==> config.mk <==
export PLATFORM = sky130hd
export DESIGN_NAME = pwm_fault_phase_trigger
export DESIGN_NICKNAME = d
export VERILOG_FILES = /design/src/design/pwm_fpt_pkg.sv /design/src/design/pwm_fault_filter.sv /design/src/design/pwm_fault_phase_trigger.sv
export SDC_FILE = /design/constraint.sdc
export NUM_CORES = 1
export LEC_CHECK = 0
export BUFFER_PORTS_ARGS = -buffer_cell sky130_fd_sc_hd__buf_2
export CAP_MARGIN = 0
export CORE_MARGIN = 1.5
export CORE_UTILIZATION = 30
export DETAILED_ROUTE_END_ITERATION = 10
export PLACE_DENSITY_LB_ADDON = 0.3
export SETUP_SLACK_MARGIN = 0.2
export SLEW_MARGIN = 20
export SYNTH_ARGS = -nofsm -noshare
export SYNTH_HDL_FRONTEND = slang
export SYNTH_SLANG_ARGS = --single-unit
==> constraint.sdc <==
create_clock -name clk -period 7.6 [get_ports clk]
set_input_delay 1.52 -clock clk [delete_from_list [all_inputs] [get_ports clk]]
set_output_delay 1.52 -clock clk [all_outputs]
set_load 0.01 [all_outputs]
==> src/design/pwm_fpt_pkg.sv <==
/*
 pwm_fpt_pkg: register offsets, field positions, reset values and widths
 shared by the pwm fault, phase and trigger block and its fault filter.
 assumes a 32-bit apb slave with one register per aligned word.
*/
package pwm_fpt_pkg;
    localparam int          NUM_SUB       = 4;
    localparam int          CNT_W         = 16;
    localparam int          PER_W         = 8;
    localparam int          SCNT_W        = 3;
    localparam int          PRSC_W        = 3;
    // register byte offsets
    localparam logic [11:0] OFS_CTRL      = 12'h000;
    localparam logic [11:0] OFS_FILT      = 12'h004;
    localparam logic [11:0] OFS_PERIOD    = 12'h008;
    localparam logic [11:0] OFS_STATUS    = 12'h00C;
    localparam logic [11:0] OFS_SUB_BASE  = 12'h010;
    localparam logic [11:0] OFS_SUB_STEP  = 12'h010;
    localparam logic [3:0]  SUB_PHASE     = 4'h0;
    localparam logic [3:0]  SUB_CMPA      = 4'h4;
    localparam logic [3:0]  SUB_CMPB      = 4'h8;
    localparam logic [3:0]  SUB_ROUTE     = 4'hC;
    // control, filter and status fields
    localparam int          CTRL_RUN      = 0;
    localparam int          CTRL_RELSEL   = 1;
    localparam int          CTRL_NONCOMB  = 2;
    localparam int          CTRL_STRETCH  = 3;
    localparam int          CTRL_PRSC_LO  = 4;
    localparam int          FILT_COUNT_LO = 8;
    localparam int          STAT_FAULT    = 0;
    localparam int          STAT_FILT     = 1;
    localparam int          STAT_PWM_LO   = 4;
    // trigger route sources
    localparam logic [1:0]  SRC_CMPA      = 2'h0;
    localparam logic [1:0]  SRC_CMPB      = 2'h1;
    localparam logic [1:0]  SRC_INIT      = 2'h2;
    localparam logic [1:0]  SRC_PEND      = 2'h3;
    // reset values
    localparam logic [31:0] RST_CTRL      = 32'h0000_0000;
    localparam logic [CNT_W-1:0] RST_PERIOD = 16'h00FF;
    // filter: samples needed beyond the programmed count
    localparam int          FILT_EXTRA    = 3;
endpackage : pwm_fpt_pkg

==> src/design/pwm_fault_filter.sv <==
/*
 pwm_fault_filter: samples the fault input every sample period and accepts
 a level change after count plus three equal samples; zero period passes
 the input through one flop. assumes a synchronous fault input.
*/
`timescale 1ns/1ns
module pwm_fault_filter
    import pwm_fpt_pkg::*;
(
    input  wire logic              clk,
    input  wire logic              rst,
    input  wire logic              faultIn,
    input  wire logic [PER_W-1:0]  samplePeriod,
    input  wire logic [SCNT_W-1:0] sampleCount,
    output logic                   faultOut
);
    logic [PER_W-1:0]  tickCnt_r;
    logic [SCNT_W+1:0] sameCnt_r;
    logic              out_r;
    logic              tick;

    assign tick     = (tickCnt_r == samplePeriod - 8'h01);
    assign faultOut = out_r;

    always_ff @(posedge clk) begin
        if (rst || tick || samplePeriod == '0) begin
            tickCnt_r <= '0;
        end else begin
            tickCnt_r <= tickCnt_r + 8'h01;
        end
    end

    // consecutive differing samples before the level is taken
    always_ff @(posedge clk) begin
        if (rst) begin
            out_r     <= 1'b0;
            sameCnt_r <= '0;
        end else if (samplePeriod == '0) begin
            out_r     <= faultIn;
            sameCnt_r <= '0;
        end else if (tick) begin
            if (faultIn == out_r) begin
                sameCnt_r <= '0;
            end else if (sameCnt_r ==
                         {2'b00, sampleCount} + 5'(FILT_EXTRA - 1)) begin
                out_r     <= faultIn;
                sameCnt_r <= '0;
            end else begin
                sameCnt_r <= sameCnt_r + 5'h01;
            end
        end
    end

    a_bypass_follow: assert property (@(posedge clk) disable iff (rst)
        samplePeriod == '0 && $past(samplePeriod) == '0
        |-> faultOut == $past(faultIn))
        else $error("filter bypass does not follow input");
    a_filter_steady: assert property (@(posedge clk) disable iff (rst)
        samplePeriod != '0 && !tick |=> $stable(faultOut))
        else $error("filter output moved off a sample tick");
endmodule : pwm_fault_filter

==> src/design/pwm_fault_phase_trigger.sv <==
/*
 pwm_fault_phase_trigger: four pwm submodules with phase delay against
 submodule 0, fault protection with filter and glitch stretch, and
 stretched output triggers; registers over apb.
 assumes fault input and apb signals synchronous to clk.
*/
// Chosen here: the register offsets and the APB register port.
`timescale 1ns/1ns
module pwm_fault_phase_trigger
    import pwm_fpt_pkg::*;
#(
    parameter int NSUB = NUM_SUB
)(
    input  wire logic             clk,
    input  wire logic             rst,
    input  wire logic             psel,
    input  wire logic             penable,
    input  wire logic             pwrite,
    input  wire logic [11:0]      paddr,
    input  wire logic [31:0]      pwdata,
    output logic      [31:0]      prdata,
    output logic                  pready,
    output logic                  pslverr,
    input  wire logic             faultIn,
    output logic      [NSUB-1:0]  pwmOut,
    output logic      [NSUB-1:0]  triggerOutZero,
    output logic      [NSUB-1:0]  triggerOutOne
);
    logic [31:0]      ctrl_r;
    logic [PER_W-1:0] filtPer_r;
    logic [SCNT_W-1:0] filtCnt_r;
    logic [CNT_W-1:0] period_r;
    logic [CNT_W-1:0] cnt0_r;
    logic [CNT_W-1:0] phaseDly_r  [NSUB];
    logic [CNT_W-1:0] phaseAct_r  [NSUB];
    logic [CNT_W-1:0] cmpA_r      [NSUB];
    logic [CNT_W-1:0] cmpB_r      [NSUB];
    logic [3:0]       route_r     [NSUB];
    logic [CNT_W-1:0] smCnt       [NSUB];
    logic [NSUB-1:0]  pwmRaw_r;
    logic             faultLatch_r;
    logic             filtOut;
    logic             filtPrev_r;
    logic             faultSeen;
    logic             faultBlock;
    logic             periodEnd;
    logic             wrEn;
    logic             rdEn;
    logic             clrFault;
    logic             mapped;
    logic [31:0]      rdData;
    logic [PRSC_W-1:0] prsc;

    assign prsc      = ctrl_r[CTRL_PRSC_LO +: PRSC_W];
    assign periodEnd = (cnt0_r == period_r);
    assign wrEn      = psel && penable && pwrite;
    assign rdEn      = psel && !penable && !pwrite;
    assign pready    = 1'b1;

    // ---------------- apb register file ----------------
    always_comb begin
        mapped = 1'b1;
        rdData = 32'h0000_0000;
        unique case (paddr)
            OFS_CTRL:   rdData = ctrl_r;
            OFS_FILT:   rdData = {21'h0, filtCnt_r, filtPer_r};
            OFS_PERIOD: rdData = {16'h0000, period_r};
            OFS_STATUS: rdData = {24'h0, pwmOut, 2'b00, filtOut,
                                  faultLatch_r};
            default:    mapped = 1'b0;
        endcase
        for (int i = 0; i < NSUB; i++) begin
            if (paddr[11:4] == OFS_SUB_BASE[11:4] + 8'(i)) begin
                mapped = 1'b1;
                unique case (paddr[3:0])
                    SUB_PHASE: rdData = {16'h0000, phaseDly_r[i]};
                    SUB_CMPA:  rdData = {16'h0000, cmpA_r[i]};
                    SUB_CMPB:  rdData = {16'h0000, cmpB_r[i]};
                    SUB_ROUTE: rdData = {28'h0, route_r[i]};
                    default:   mapped = 1'b0;
                endcase
            end
        end
    end

    assign pslverr  = psel && penable && !mapped;
    assign clrFault = wrEn && paddr == OFS_STATUS && pwdata[STAT_FAULT];

    always_ff @(posedge clk) begin
        if (rst) begin
            prdata <= 32'h0000_0000;
        end else if (rdEn) begin
            prdata <= rdData;
        end
    end

    always_ff @(posedge clk) begin
        if (rst) begin
            ctrl_r    <= RST_CTRL;
            filtPer_r <= '0;
            filtCnt_r <= '0;
            period_r  <= RST_PERIOD;
        end else if (wrEn) begin
            if (paddr == OFS_CTRL) begin
                ctrl_r <= {24'h0, 1'b0, pwdata[6:0]};
            end
            if (paddr == OFS_FILT) begin
                filtPer_r <= pwdata[PER_W-1:0];
                filtCnt_r <= pwdata[FILT_COUNT_LO +: SCNT_W];
            end
            if (paddr == OFS_PERIOD) begin
                period_r <= pwdata[CNT_W-1:0];
            end
        end
    end

    // ---------------- master counter ----------------
    always_ff @(posedge clk) begin
        if (rst || !ctrl_r[CTRL_RUN] || periodEnd) begin
            cnt0_r <= '0;
        end else begin
            cnt0_r <= cnt0_r + 16'h0001;
        end
    end

    // ---------------- per submodule ----------------
    genvar g;
    generate
        for (g = 0; g < NSUB; g++) begin : gSub
            logic [11:0]      base;
            logic             srcHit0;
            logic             srcHit1;
            logic [6:0]       hold0_r;
            logic [6:0]       hold1_r;
            assign base = OFS_SUB_BASE + 12'(g * 16);

            always_ff @(posedge clk) begin
                if (rst) begin
                    phaseDly_r[g] <= '0;
                    cmpA_r[g]     <= '0;
                    cmpB_r[g]     <= '0;
                    route_r[g]    <= '0;
                end else if (wrEn && paddr[11:4] == base[11:4]) begin
                    if (paddr[3:0] == SUB_PHASE && g != 0) begin
                        phaseDly_r[g] <= pwdata[CNT_W-1:0];
                    end
                    if (paddr[3:0] == SUB_CMPA) begin
                        cmpA_r[g] <= pwdata[CNT_W-1:0];
                    end
                    if (paddr[3:0] == SUB_CMPB) begin
                        cmpB_r[g] <= pwdata[CNT_W-1:0];
                    end
                    if (paddr[3:0] == SUB_ROUTE) begin
                        route_r[g] <= pwdata[3:0];
                    end
                end
            end

            // delay taken only at period end when reload select is set
            always_ff @(posedge clk) begin
                if (rst) begin
                    phaseAct_r[g] <= '0;
                end else if (!ctrl_r[CTRL_RELSEL] || periodEnd) begin
                    phaseAct_r[g] <= phaseDly_r[g];
                end
            end

            // offset counter wraps inside the period, so a delay of zero
            // never stretches a cycle of the output
            always_comb begin
                if (cnt0_r >= phaseAct_r[g]) begin
                    smCnt[g] = cnt0_r - phaseAct_r[g];
                end else begin
                    smCnt[g] = cnt0_r + period_r + 16'h0001 - phaseAct_r[g];
                end
            end

            always_ff @(posedge clk) begin
                if (rst) begin
                    pwmRaw_r[g] <= 1'b0;
                end else begin
                    pwmRaw_r[g] <= ctrl_r[CTRL_RUN] && smCnt[g] >= cmpA_r[g]
                                   && smCnt[g] < cmpB_r[g];
                end
            end

            function automatic logic hit(input logic [1:0] sel);
                logic r;
                r = 1'b0;
                unique case (sel)
                    SRC_CMPA: r = smCnt[g] == cmpA_r[g];
                    SRC_CMPB: r = smCnt[g] == cmpB_r[g];
                    SRC_INIT: r = smCnt[g] == '0;
                    SRC_PEND: r = smCnt[g] == period_r;
                endcase
                return r && ctrl_r[CTRL_RUN];
            endfunction

            assign srcHit0 = hit(route_r[g][1:0]);
            assign srcHit1 = hit(route_r[g][3:2]);

            // width is two to the prescale clocks
            always_ff @(posedge clk) begin
                if (rst) begin
                    hold0_r           <= '0;
                    hold1_r           <= '0;
                    triggerOutZero[g] <= 1'b0;
                    triggerOutOne[g]  <= 1'b0;
                end else begin
                    if (srcHit0) begin
                        hold0_r <= 7'((8'h01 << prsc) - 8'h01);
                    end else if (hold0_r != '0) begin
                        hold0_r <= hold0_r - 7'h01;
                    end
                    if (srcHit1) begin
                        hold1_r <= 7'((8'h01 << prsc) - 8'h01);
                    end else if (hold1_r != '0) begin
                        hold1_r <= hold1_r - 7'h01;
                    end
                    triggerOutZero[g] <= srcHit0 || hold0_r != '0;
                    triggerOutOne[g]  <= srcHit1 || hold1_r != '0;
                end
            end

            a_trig_single: assert property (@(posedge clk) disable iff (rst)
                prsc == '0 && $rose(triggerOutZero[g]) && !srcHit0
                |=> !triggerOutZero[g])
                else $error("unstretched trigger wider than one clock");
            a_trig_stretch: assert property (@(posedge clk) disable iff (rst)
                prsc == 3'd2 && $stable(prsc) && srcHit1
                |=> triggerOutOne[g] [*4])
                else $error("stretched trigger shorter than four clocks");
            a_route_cmpa: assert property (@(posedge clk) disable iff (rst)
                route_r[g][1:0] == SRC_CMPA && ctrl_r[CTRL_RUN]
                && smCnt[g] == cmpA_r[g] |=> triggerOutZero[g])
                else $error("routed compare match gave no trigger");
            a_phase_hold: assert property (@(posedge clk) disable iff (rst)
                ctrl_r[CTRL_RELSEL] && !periodEnd |=> $stable(phaseAct_r[g]))
                else $error("phase delay taken before period end");
        end
    endgenerate

    // ---------------- fault protection ----------------
    pwm_fault_filter uFilter (
        .clk          (clk),
        .rst          (rst),
        .faultIn      (faultIn),
        .samplePeriod (filtPer_r),
        .sampleCount  (filtCnt_r),
        .faultOut     (filtOut)
    );

    always_ff @(posedge clk) begin
        if (rst) begin
            filtPrev_r <= 1'b0;
        end else begin
            filtPrev_r <= filtOut;
        end
    end

    // glitch stretch widens the filtered fault by one clock
    assign faultSeen = filtOut || (ctrl_r[CTRL_STRETCH] && filtPrev_r)
                       || (!ctrl_r[CTRL_NONCOMB] && faultIn);

    // sticky until cleared with the fault gone; a new fault wins the clear
    always_ff @(posedge clk) begin
        if (rst) begin
            faultLatch_r <= 1'b0;
        end else if (faultSeen) begin
            faultLatch_r <= 1'b1;
        end else if (clrFault) begin
            faultLatch_r <= 1'b0;
        end
    end

    // combinational path blocks at once, latch keeps outputs quiet
    assign faultBlock = faultLatch_r || (!ctrl_r[CTRL_NONCOMB] && faultIn);
    assign pwmOut     = faultBlock ? '0 : pwmRaw_r;

    a_fault_quiet: assert property (@(posedge clk) disable iff (rst)
        faultLatch_r && !clrFault |=> pwmOut == '0 && faultLatch_r)
        else $error("outputs left inactive state while faulted");
    a_comb_block: assert property (@(posedge clk) disable iff (rst)
        !ctrl_r[CTRL_NONCOMB] && faultIn |-> pwmOut == '0 ##1 faultLatch_r)
        else $error("combinational fault did not block outputs");
    a_fault_setwins: assert property (@(posedge clk) disable iff (rst)
        clrFault && faultSeen |=> faultLatch_r)
        else $error("fault lost to a simultaneous clear");

    c_fault_clear: cover property (@(posedge clk) disable iff (rst)
        faultLatch_r ##1 !faultLatch_r);
    c_trig_stretch: cover property (@(posedge clk) disable iff (rst)
        prsc != '0 && $rose(triggerOutZero[1]));
    c_phase_zero: cover property (@(posedge clk) disable iff (rst)
        phaseAct_r[1] != '0 ##1 phaseAct_r[1] == '0);
endmodule : pwm_fault_phase_trigger

==> flow_summary.yaml, run 1 <==
placement:
  numPlacedInstances: 4526
  place_congestion: 0.9445
  post-dp-hpwl_um: 80550
  portBuffers: 62
  place_area_um2: 31460
worst_setup_path:
  crit_family: "compound AO/OA/AOI/OAI gates"
  worstSetupPathType: "reg2reg"
  cp_data_arrival_time_ns: 7.27
  max_stage_delay_ns: 0.79
  endpoint_kind: "register"
  cp-start-kind: "register"
  cp_slowest_cell: "o41ai_4"
  cp_max_fo: 9
  crit_top_cell: "a21oi_1"
  path_buf_inv: 3
  cp.required_ns: 8.05
cells_and_area:
  instances_no_fill: 4612
  drive_above_1_share_pct: 10.19
  final_nets: 3605
  fin_util_pct: 33.98
  syn2layout_area_growth_pct: 11.66
  fin_area_um2: 33010
sta:
  clock.fmax_ghz: 0.1467
  slew_viol_final: 0
  max-slew-margin-rel_pct: 19.87
  hold_viol: 0
  rsz0062_at_grt: "false"
  period_minus_slack_ns: 6.815
  tightest_slew_ns: 1.195
  finalClockSkew_ns: 0.02998
  tns_ns: 0
  min_period_over_period_pct: 89.67
  setup_viol: 0
run:
  maxCapViolCount: 0
synthesis:
  syn-cell-area_um2: 29560
  ys_types: 109
  synthArstFlopShare_pct: 0
  synthCells: 3257
  ys.warnings.count: 0
  synth-edff-count: 240
  syn_area_per_cell_um2: 9.076
  seq_area_frac_synth_pct: 34.54
  ys_ff_latch: 390
  synth-main-ff-cell: "edfxtp_1"
clock_tree:
  cts_tree: "built"
  ctsRootBufferMaster: "clkbuf_16"
  cts_made_buffers: 45
  holdBufCountCts: 0
  clockBufferDepth: 3
  h-tree-depth: 2
  clk_latency_ns: 0.59
  cts_sinks: 390
  clkTransAtPathRegs_ns: 0.06
pwr:
  switching_share_pct: 31.05
  p_int_mw: 4.393
  clockPowerShare_pct: 35.1
  ir_drop_uv: 184.6
  p_total_mw: 6.371
  combinationalPowerShare_pct: 24.9
  switchingPower_mw: 1.978
  power_frac_seq_pct: 40.0
  p_leak_nw: 13.75
  cellPowerDensity_nw_per_um2: 193.0
die:
  start_util_pct: 30.43
  core_area_um2: 97140
  fp.dieArea_um2: 100400
  ioPinCount: 96
  fp-row-count: 114
  die_y_um: 316.9
  die_w_um: 316.9
global_route:
  busiest_layer: "met2"
  antenna_found_initial: 6
  gr-usage-met3_pct: 3.482
  grt_pass1_vias: 23553
  met2_usage_pct: 32.98
  grt.met1_usage_pct: 29.21
  overflow: 0
  grt_max_degree: 66
  grt_usage_pct: 20.95
  grt_pass1_wl_um: 155900
routing:
  via_count: 25025
  vias_per_cell: 5.426
  drtIter0Drc: 2593
  wl_um: 107100
  final_antenna_net_count: 0
  route.detailed.drc: 0
  wl_per_cell_um: 23.23
  firstDrtPassIters: 6
run_status:
  status: "finished, final reports clean"
worst_hold_path:
  timing.hold.worst.class: "reg2reg"
layer usage:
| layer | vias to the layer above | routed length, um |
|---|---|---|
| met2 | 905 | 47260 |
| met5 | - | 0 |
| met4 | 0 | 3412 |
| met1 | 12157 | 48530 |
| li1 | 11809 | - |
| met3 | 154 | 7915 |
synthesized netlist by cell type (43+ instances only):
library cell	number	area, um2
a21o_1	52	390.4
a21oi_1	196	980.9
and2_1	247	1545
clkbuf_1	121	454.2
dfxtp_1	150	3003
edfxtp_1	240	7207
ha_1	249	3115
inv_1	247	927.1
mux2i_1	79	790.8
nand2_1	204	765.7
nand2b_1	43	269.0
nand3_1	54	270.3
nand4_1	56	350.3
nor2_1	227	852.1
nor2b_1	46	287.8
nor3_1	98	490.5
o21ai_0	141	705.7
xnor2_1	108	945.9
xor2_1	72	630.6
cell usage in the layout (no fill, tap or decap), types with 13 or more instances in the layout:
| master | instances |
|---|---|
| a211oi_1 | 33 |
| a21o_1 | 52 |
| a21oi_1 | 194 |
| a221oi_1 | 18 |
| a22oi_1 | 20 |
| a31oi_1 | 17 |
| and2_1 | 247 |
| and3_1 | 38 |
| buf_2 | 60 |
| buf_4 | 84 |
| clkbuf_16 | 46 |
| conb_1 | 17 |
| dfxtp_1 | 150 |
| edfxtp_1 | 240 |
| ha_1 | 249 |
| inv_1 | 247 |
| mux2_2 | 34 |
| mux2i_1 | 77 |
| nand2_1 | 204 |
| nand2b_1 | 43 |
| nand3_1 | 54 |
| nand3b_1 | 17 |
| nand4_1 | 56 |
| nor2_1 | 227 |
| nor2b_1 | 45 |
| nor3_1 | 90 |
| nor4_1 | 17 |
| o2111ai_1 | 16 |
| o211ai_1 | 21 |
| o21a_1 | 39 |
| o21ai_0 | 140 |
| o21bai_1 | 16 |
| o221ai_1 | 14 |
| o31ai_1 | 13 |
| or3_1 | 36 |
| xnor2_1 | 108 |
| xor2_1 | 71 |
power by group through the flow:
stage | sequential, mW | clock [mW] | combinational, mW
after global routing | 2.57 | 2.34 | 1.77
after CTS | 2.55 | 2.27 | 1.58
final | 2.55 | 2.24 | 1.59
after detailed placement | 2.59 | 0 | 1.57
after floorplan | 2.56 | 0 | 1.18
after global placement | 2.59 | 0 | 1.56
what timing repair did:
item                       4_1_cts  5_1_grt
resized for setup                0        6
setup endpoints to repair        0       17
buffers inserted                 0        1
cell type report:
cell class                      instances  area (um2)
Inverter                              247       927.1
Timing Repair Buffer                  145       942.2
Clock buffer                           63        1323
Sequential cell                       390       10210
Clock inverter                         20       173.9
Multi-Input combinational cell       2470       17830
Antenna cell                            1       2.502
Tap cell                             1276        1597
Fill cell                           10073       64130
stage by stage:
stage	hold WS [ns]	worst slack, ns
after floorplan	0.4372	1.732
after global placement	0.4662	0.7682
after detailed placement	0.4642	0.6133
after CTS	0.4730	0.5562
after global routing	0.5004	0.2249
final	0.4797	0.7848
sequential cells by signal, summed over array words and instances, names as in the netlist, 28 cells and up:
register,flops
phaseDly_r,48
gSub.hold1_r,28
gSub.hold0_r,28
cmpB_r,64
cmpA_r,64
phaseAct_r,48
worst paths after layout:
check | start | end | slack [ns] | cells after the start
max | cnt0_r[0]$_SDFF_PP0_ | gSub[3].hold1_r[4]$_SDFFE_PP0P_ | 0.78 | 25
min | uFilter.sameCnt_r[3]$_SDFFE_PP0P_ | uFilter.sameCnt_r[3]$_SDFFE_PP0P_ | 0.48 | 2
max reg2reg | cnt0_r[0]$_SDFF_PP0_ | gSub[3].hold1_r[4]$_SDFFE_PP0P_ | 0.78 | 25
min reg2reg | uFilter.sameCnt_r[3]$_SDFFE_PP0P_ | uFilter.sameCnt_r[3]$_SDFFE_PP0P_ | 0.48 | 2
cell families (layout without fill, tap and decap cells):
group / Yosys count / in the layout / synth area share, %
buf+inv: 412 / 475 / 5.663
other cells: 2 / 18 / 0.02541
xor+xnor: 193 / 193 / 6.307
mux: 139 / 139 / 5.414
fa+ha+maj: 256 / 256 / 11.01
flops: 390 / 390 / 34.54
simple gates: 1146 / 1146 / 20.58
compound gates: 719 / 719 / 16.45
worst min-delay path: cells and delay by family (launching register included):
family / cells / cell delay, ns
DFF: 1 / 0.33
and+or+nand+nor: 1 / 0.06
AOI/OAI and AO/OA: 1 / 0.05
No activity file was read; power rests on OpenSTA's default activity.
==> run 2: changes to the inputs <==
- CTS_CLUSTER_SIZE: not set -> 20
- REMOVE_ABC_BUFFERS: not set -> 1
==> flow_summary.yaml, run 2 (same netlist as run 1, synthesis figures left out) <==
run:
  maxCapViolCount: 0
routing:
  wl_um: 102800
  drtIter0Drc: 2294
  final_antenna_net_count: 0
  via_count: 24662
  wl_per_cell_um: 22.34
  vias_per_cell: 5.360
  route.detailed.drc: 0
  firstDrtPassIters: 6
worst_setup_path:
  endpoint_kind: "register"
  timing.rr.start: "period_r[0]$_SDFFE_PP1P_"
  path_buf_inv: 3
  path_depth: 30
  cp.required_ns: 8.07
  cp_data_arrival_time_ns: 7.46
  cp-start-kind: "register"
  crit_family: "compound AO/OA/AOI/OAI gates"
  reg2reg_to: "gSub[3].hold1_r[5]$_SDFFE_PP0P_"
  max_stage_delay_ns: 0.66
  worstSetupPathType: "reg2reg"
  cp-endpoint: "gSub[3].hold1_r[5]$_SDFFE_PP0P_"
  cp_slowest_cell: "o311ai_0"
  rrSetupSlack_ns: 0.61
  crit_top_cell: "a21oi_1"
  cp-startpoint: "period_r[0]$_SDFFE_PP1P_"
  cp_max_fo: 6
  r2r_cells: 30
sta:
  finalClockSkew_ns: 0.02311
  tightest_slew_ns: 1.038
  hold_viol: 0
  max-slew-margin-rel_pct: 29.94
  fin_ws_ns: 0.6125
  min_period_over_period_pct: 91.94
  slew_viol_final: 0
  setup_viol: 0
  rsz0062_at_grt: "true"
  tns_ns: 0
  clock.fmax_ghz: 0.1431
  period_minus_slack_ns: 6.988
placement:
  place_congestion: 0.9587
  portBuffers: 62
  dp_slack_ns: 0.6058
  post-dp-hpwl_um: 79170
cells_and_area:
  largestRegisters: "cmpA_r: 64 flops, cmpB_r: 64 flops"
  final_cell_mix: "ha_1, inv_1, and2_1"
  drive_above_1_share_pct: 9.747
  final_nets: 3593
  syn2layout_area_growth_pct: 11.56
  fillerInstances: 10017
  final_common_cell: "ha_1"
clock_tree:
  post_cts_buffers: 0
  cts_resized: 0
  ctsRootBufferMaster: "clkbuf_16"
  clkTransAtPathRegs_ns: 0.06
  holdBufCountCts: 0
  cts_made_buffers: 45
  clk_latency_ns: 0.60
  cts_sinks: 390
  h-tree-depth: 2
  cts_tree: "built"
  clockBufferDepth: 3
pwr:
  p_leak_nw: 13.73
  cellPowerDensity_nw_per_um2: 194.9
  ir_drop_uv: 142.2
worst_hold_path:
  timing.hold.worst.class: "reg2reg"
run_status:
  status: "finished, final reports clean"
die:
  die_y_um: 316.9
  ioPinCount: 96
  die_w_um: 316.9
  fp.dieArea_um2: 100400
  fp-row-count: 114
  core_area_um2: 97140
  start_util_pct: 30.43
global_route:
  grt_pass1_wl_um: 150900
  overflow: 0
  grt_usage_pct: 20.12
  antenna_found_initial: 2
  grt_pass1_vias: 23126
  grt_max_degree: 79
## run 2: cell types whose count changed in the layout (fill, tap and decap cells not counted), moves of 3 or more
cell	delta
buf_4	-11
clkbuf_1	+3
clkbuf_8	-3
clkinv_2	-4
nor3_4	+4
## run 2: power by group
| part | switching, mW | internal, mW | leakage, nW |
|---|---|---|---|
| Combinational | 0.897 | 0.672 | 9.37 |
| Clock | 0.971 | 1.33 | 0.756 |
| Sequential | 0.122 | 2.43 | 3.60 |
## run 2: layout make-up
| cell class | instances | area (um2) | share of cell area (%) |
|---|---|---|---|
| Multi-Input combinational cell | 2470 | 17840 | 54.10 |
| Antenna cell | 1 | 2.502 | 0.007588 |
| Clock buffer | 61 | 1277 | 3.874 |
| Timing Repair Buffer | 133 | 848.3 | 2.572 |
| Tap cell | 1276 | 1597 | 4.841 |
| Inverter | 247 | 927.1 | 2.812 |
| Clock inverter | 23 | 274.0 | 0.8309 |
| Sequential cell | 390 | 10210 | 30.96 |
## run 2: per-stage QoR
step / utilization [%] / power, mW / hold slack (ns) / cells / cell area, um2
5_1_grt: 33.95 / 6.748 / 0.4975 / 4600 / 32970
4_1_cts: 33.91 / 6.454 / 0.4719 / 4600 / 32940
6_report: 33.95 / 6.426 / 0.4714 / 4601 / 32980
3_5_place_dp: 32.32 / 4.147 / 0.4616 / 4516 / 31390
3_3_place_gp: 32.31 / 4.126 / 0.4649 / 4516 / 31390
2_1_floorplan: - / 3.702 / 0.4372 / 3107 / 28870
## run 2: per-layer routing
| metal | wire [um] | GRT usage [%] | up-vias |
|---|---|---|---|
| li1 | - | - | 11799 |
| met3 | 6672 | 2.485 | 171 |
| met1 | 46760 | 28.12 | 11810 |
| met2 | 45060 | 31.50 | 882 |
| met5 | 0 | 0 | - |
| met4 | 4296 | 7.846 | 0 |
## run 2: how the worst min path moves through the flow
stage,from,end,slack (ns),cells after the start
finish,uFilter.sameCnt_r[3]$_SDFFE_PP0P_,uFilter.sameCnt_r[3]$_SDFFE_PP0P_,0.47,2
global route,gSub[0].hold0_r[6]$_SDFFE_PP0P_,gSub[0].hold0_r[6]$_SDFFE_PP0P_,0.50,2
CTS,uFilter.sameCnt_r[3]$_SDFFE_PP0P_,uFilter.sameCnt_r[3]$_SDFFE_PP0P_,0.47,2
detailed placement,uFilter.sameCnt_r[3]$_SDFFE_PP0P_,uFilter.sameCnt_r[3]$_SDFFE_PP0P_,0.46,2
global placement,uFilter.sameCnt_r[3]$_SDFFE_PP0P_,uFilter.sameCnt_r[3]$_SDFFE_PP0P_,0.46,2
floorplan,cnt0_r[0]$_SDFF_PP0_,cnt0_r[0]$_SDFF_PP0_,0.44,1
## run 2: worst min-delay path, delay by kind of cell (launching register included)
kind | cells | cell delay, ns
compound gates | 1 | 0.05
flops | 1 | 0.32
simple gates | 1 | 0.06
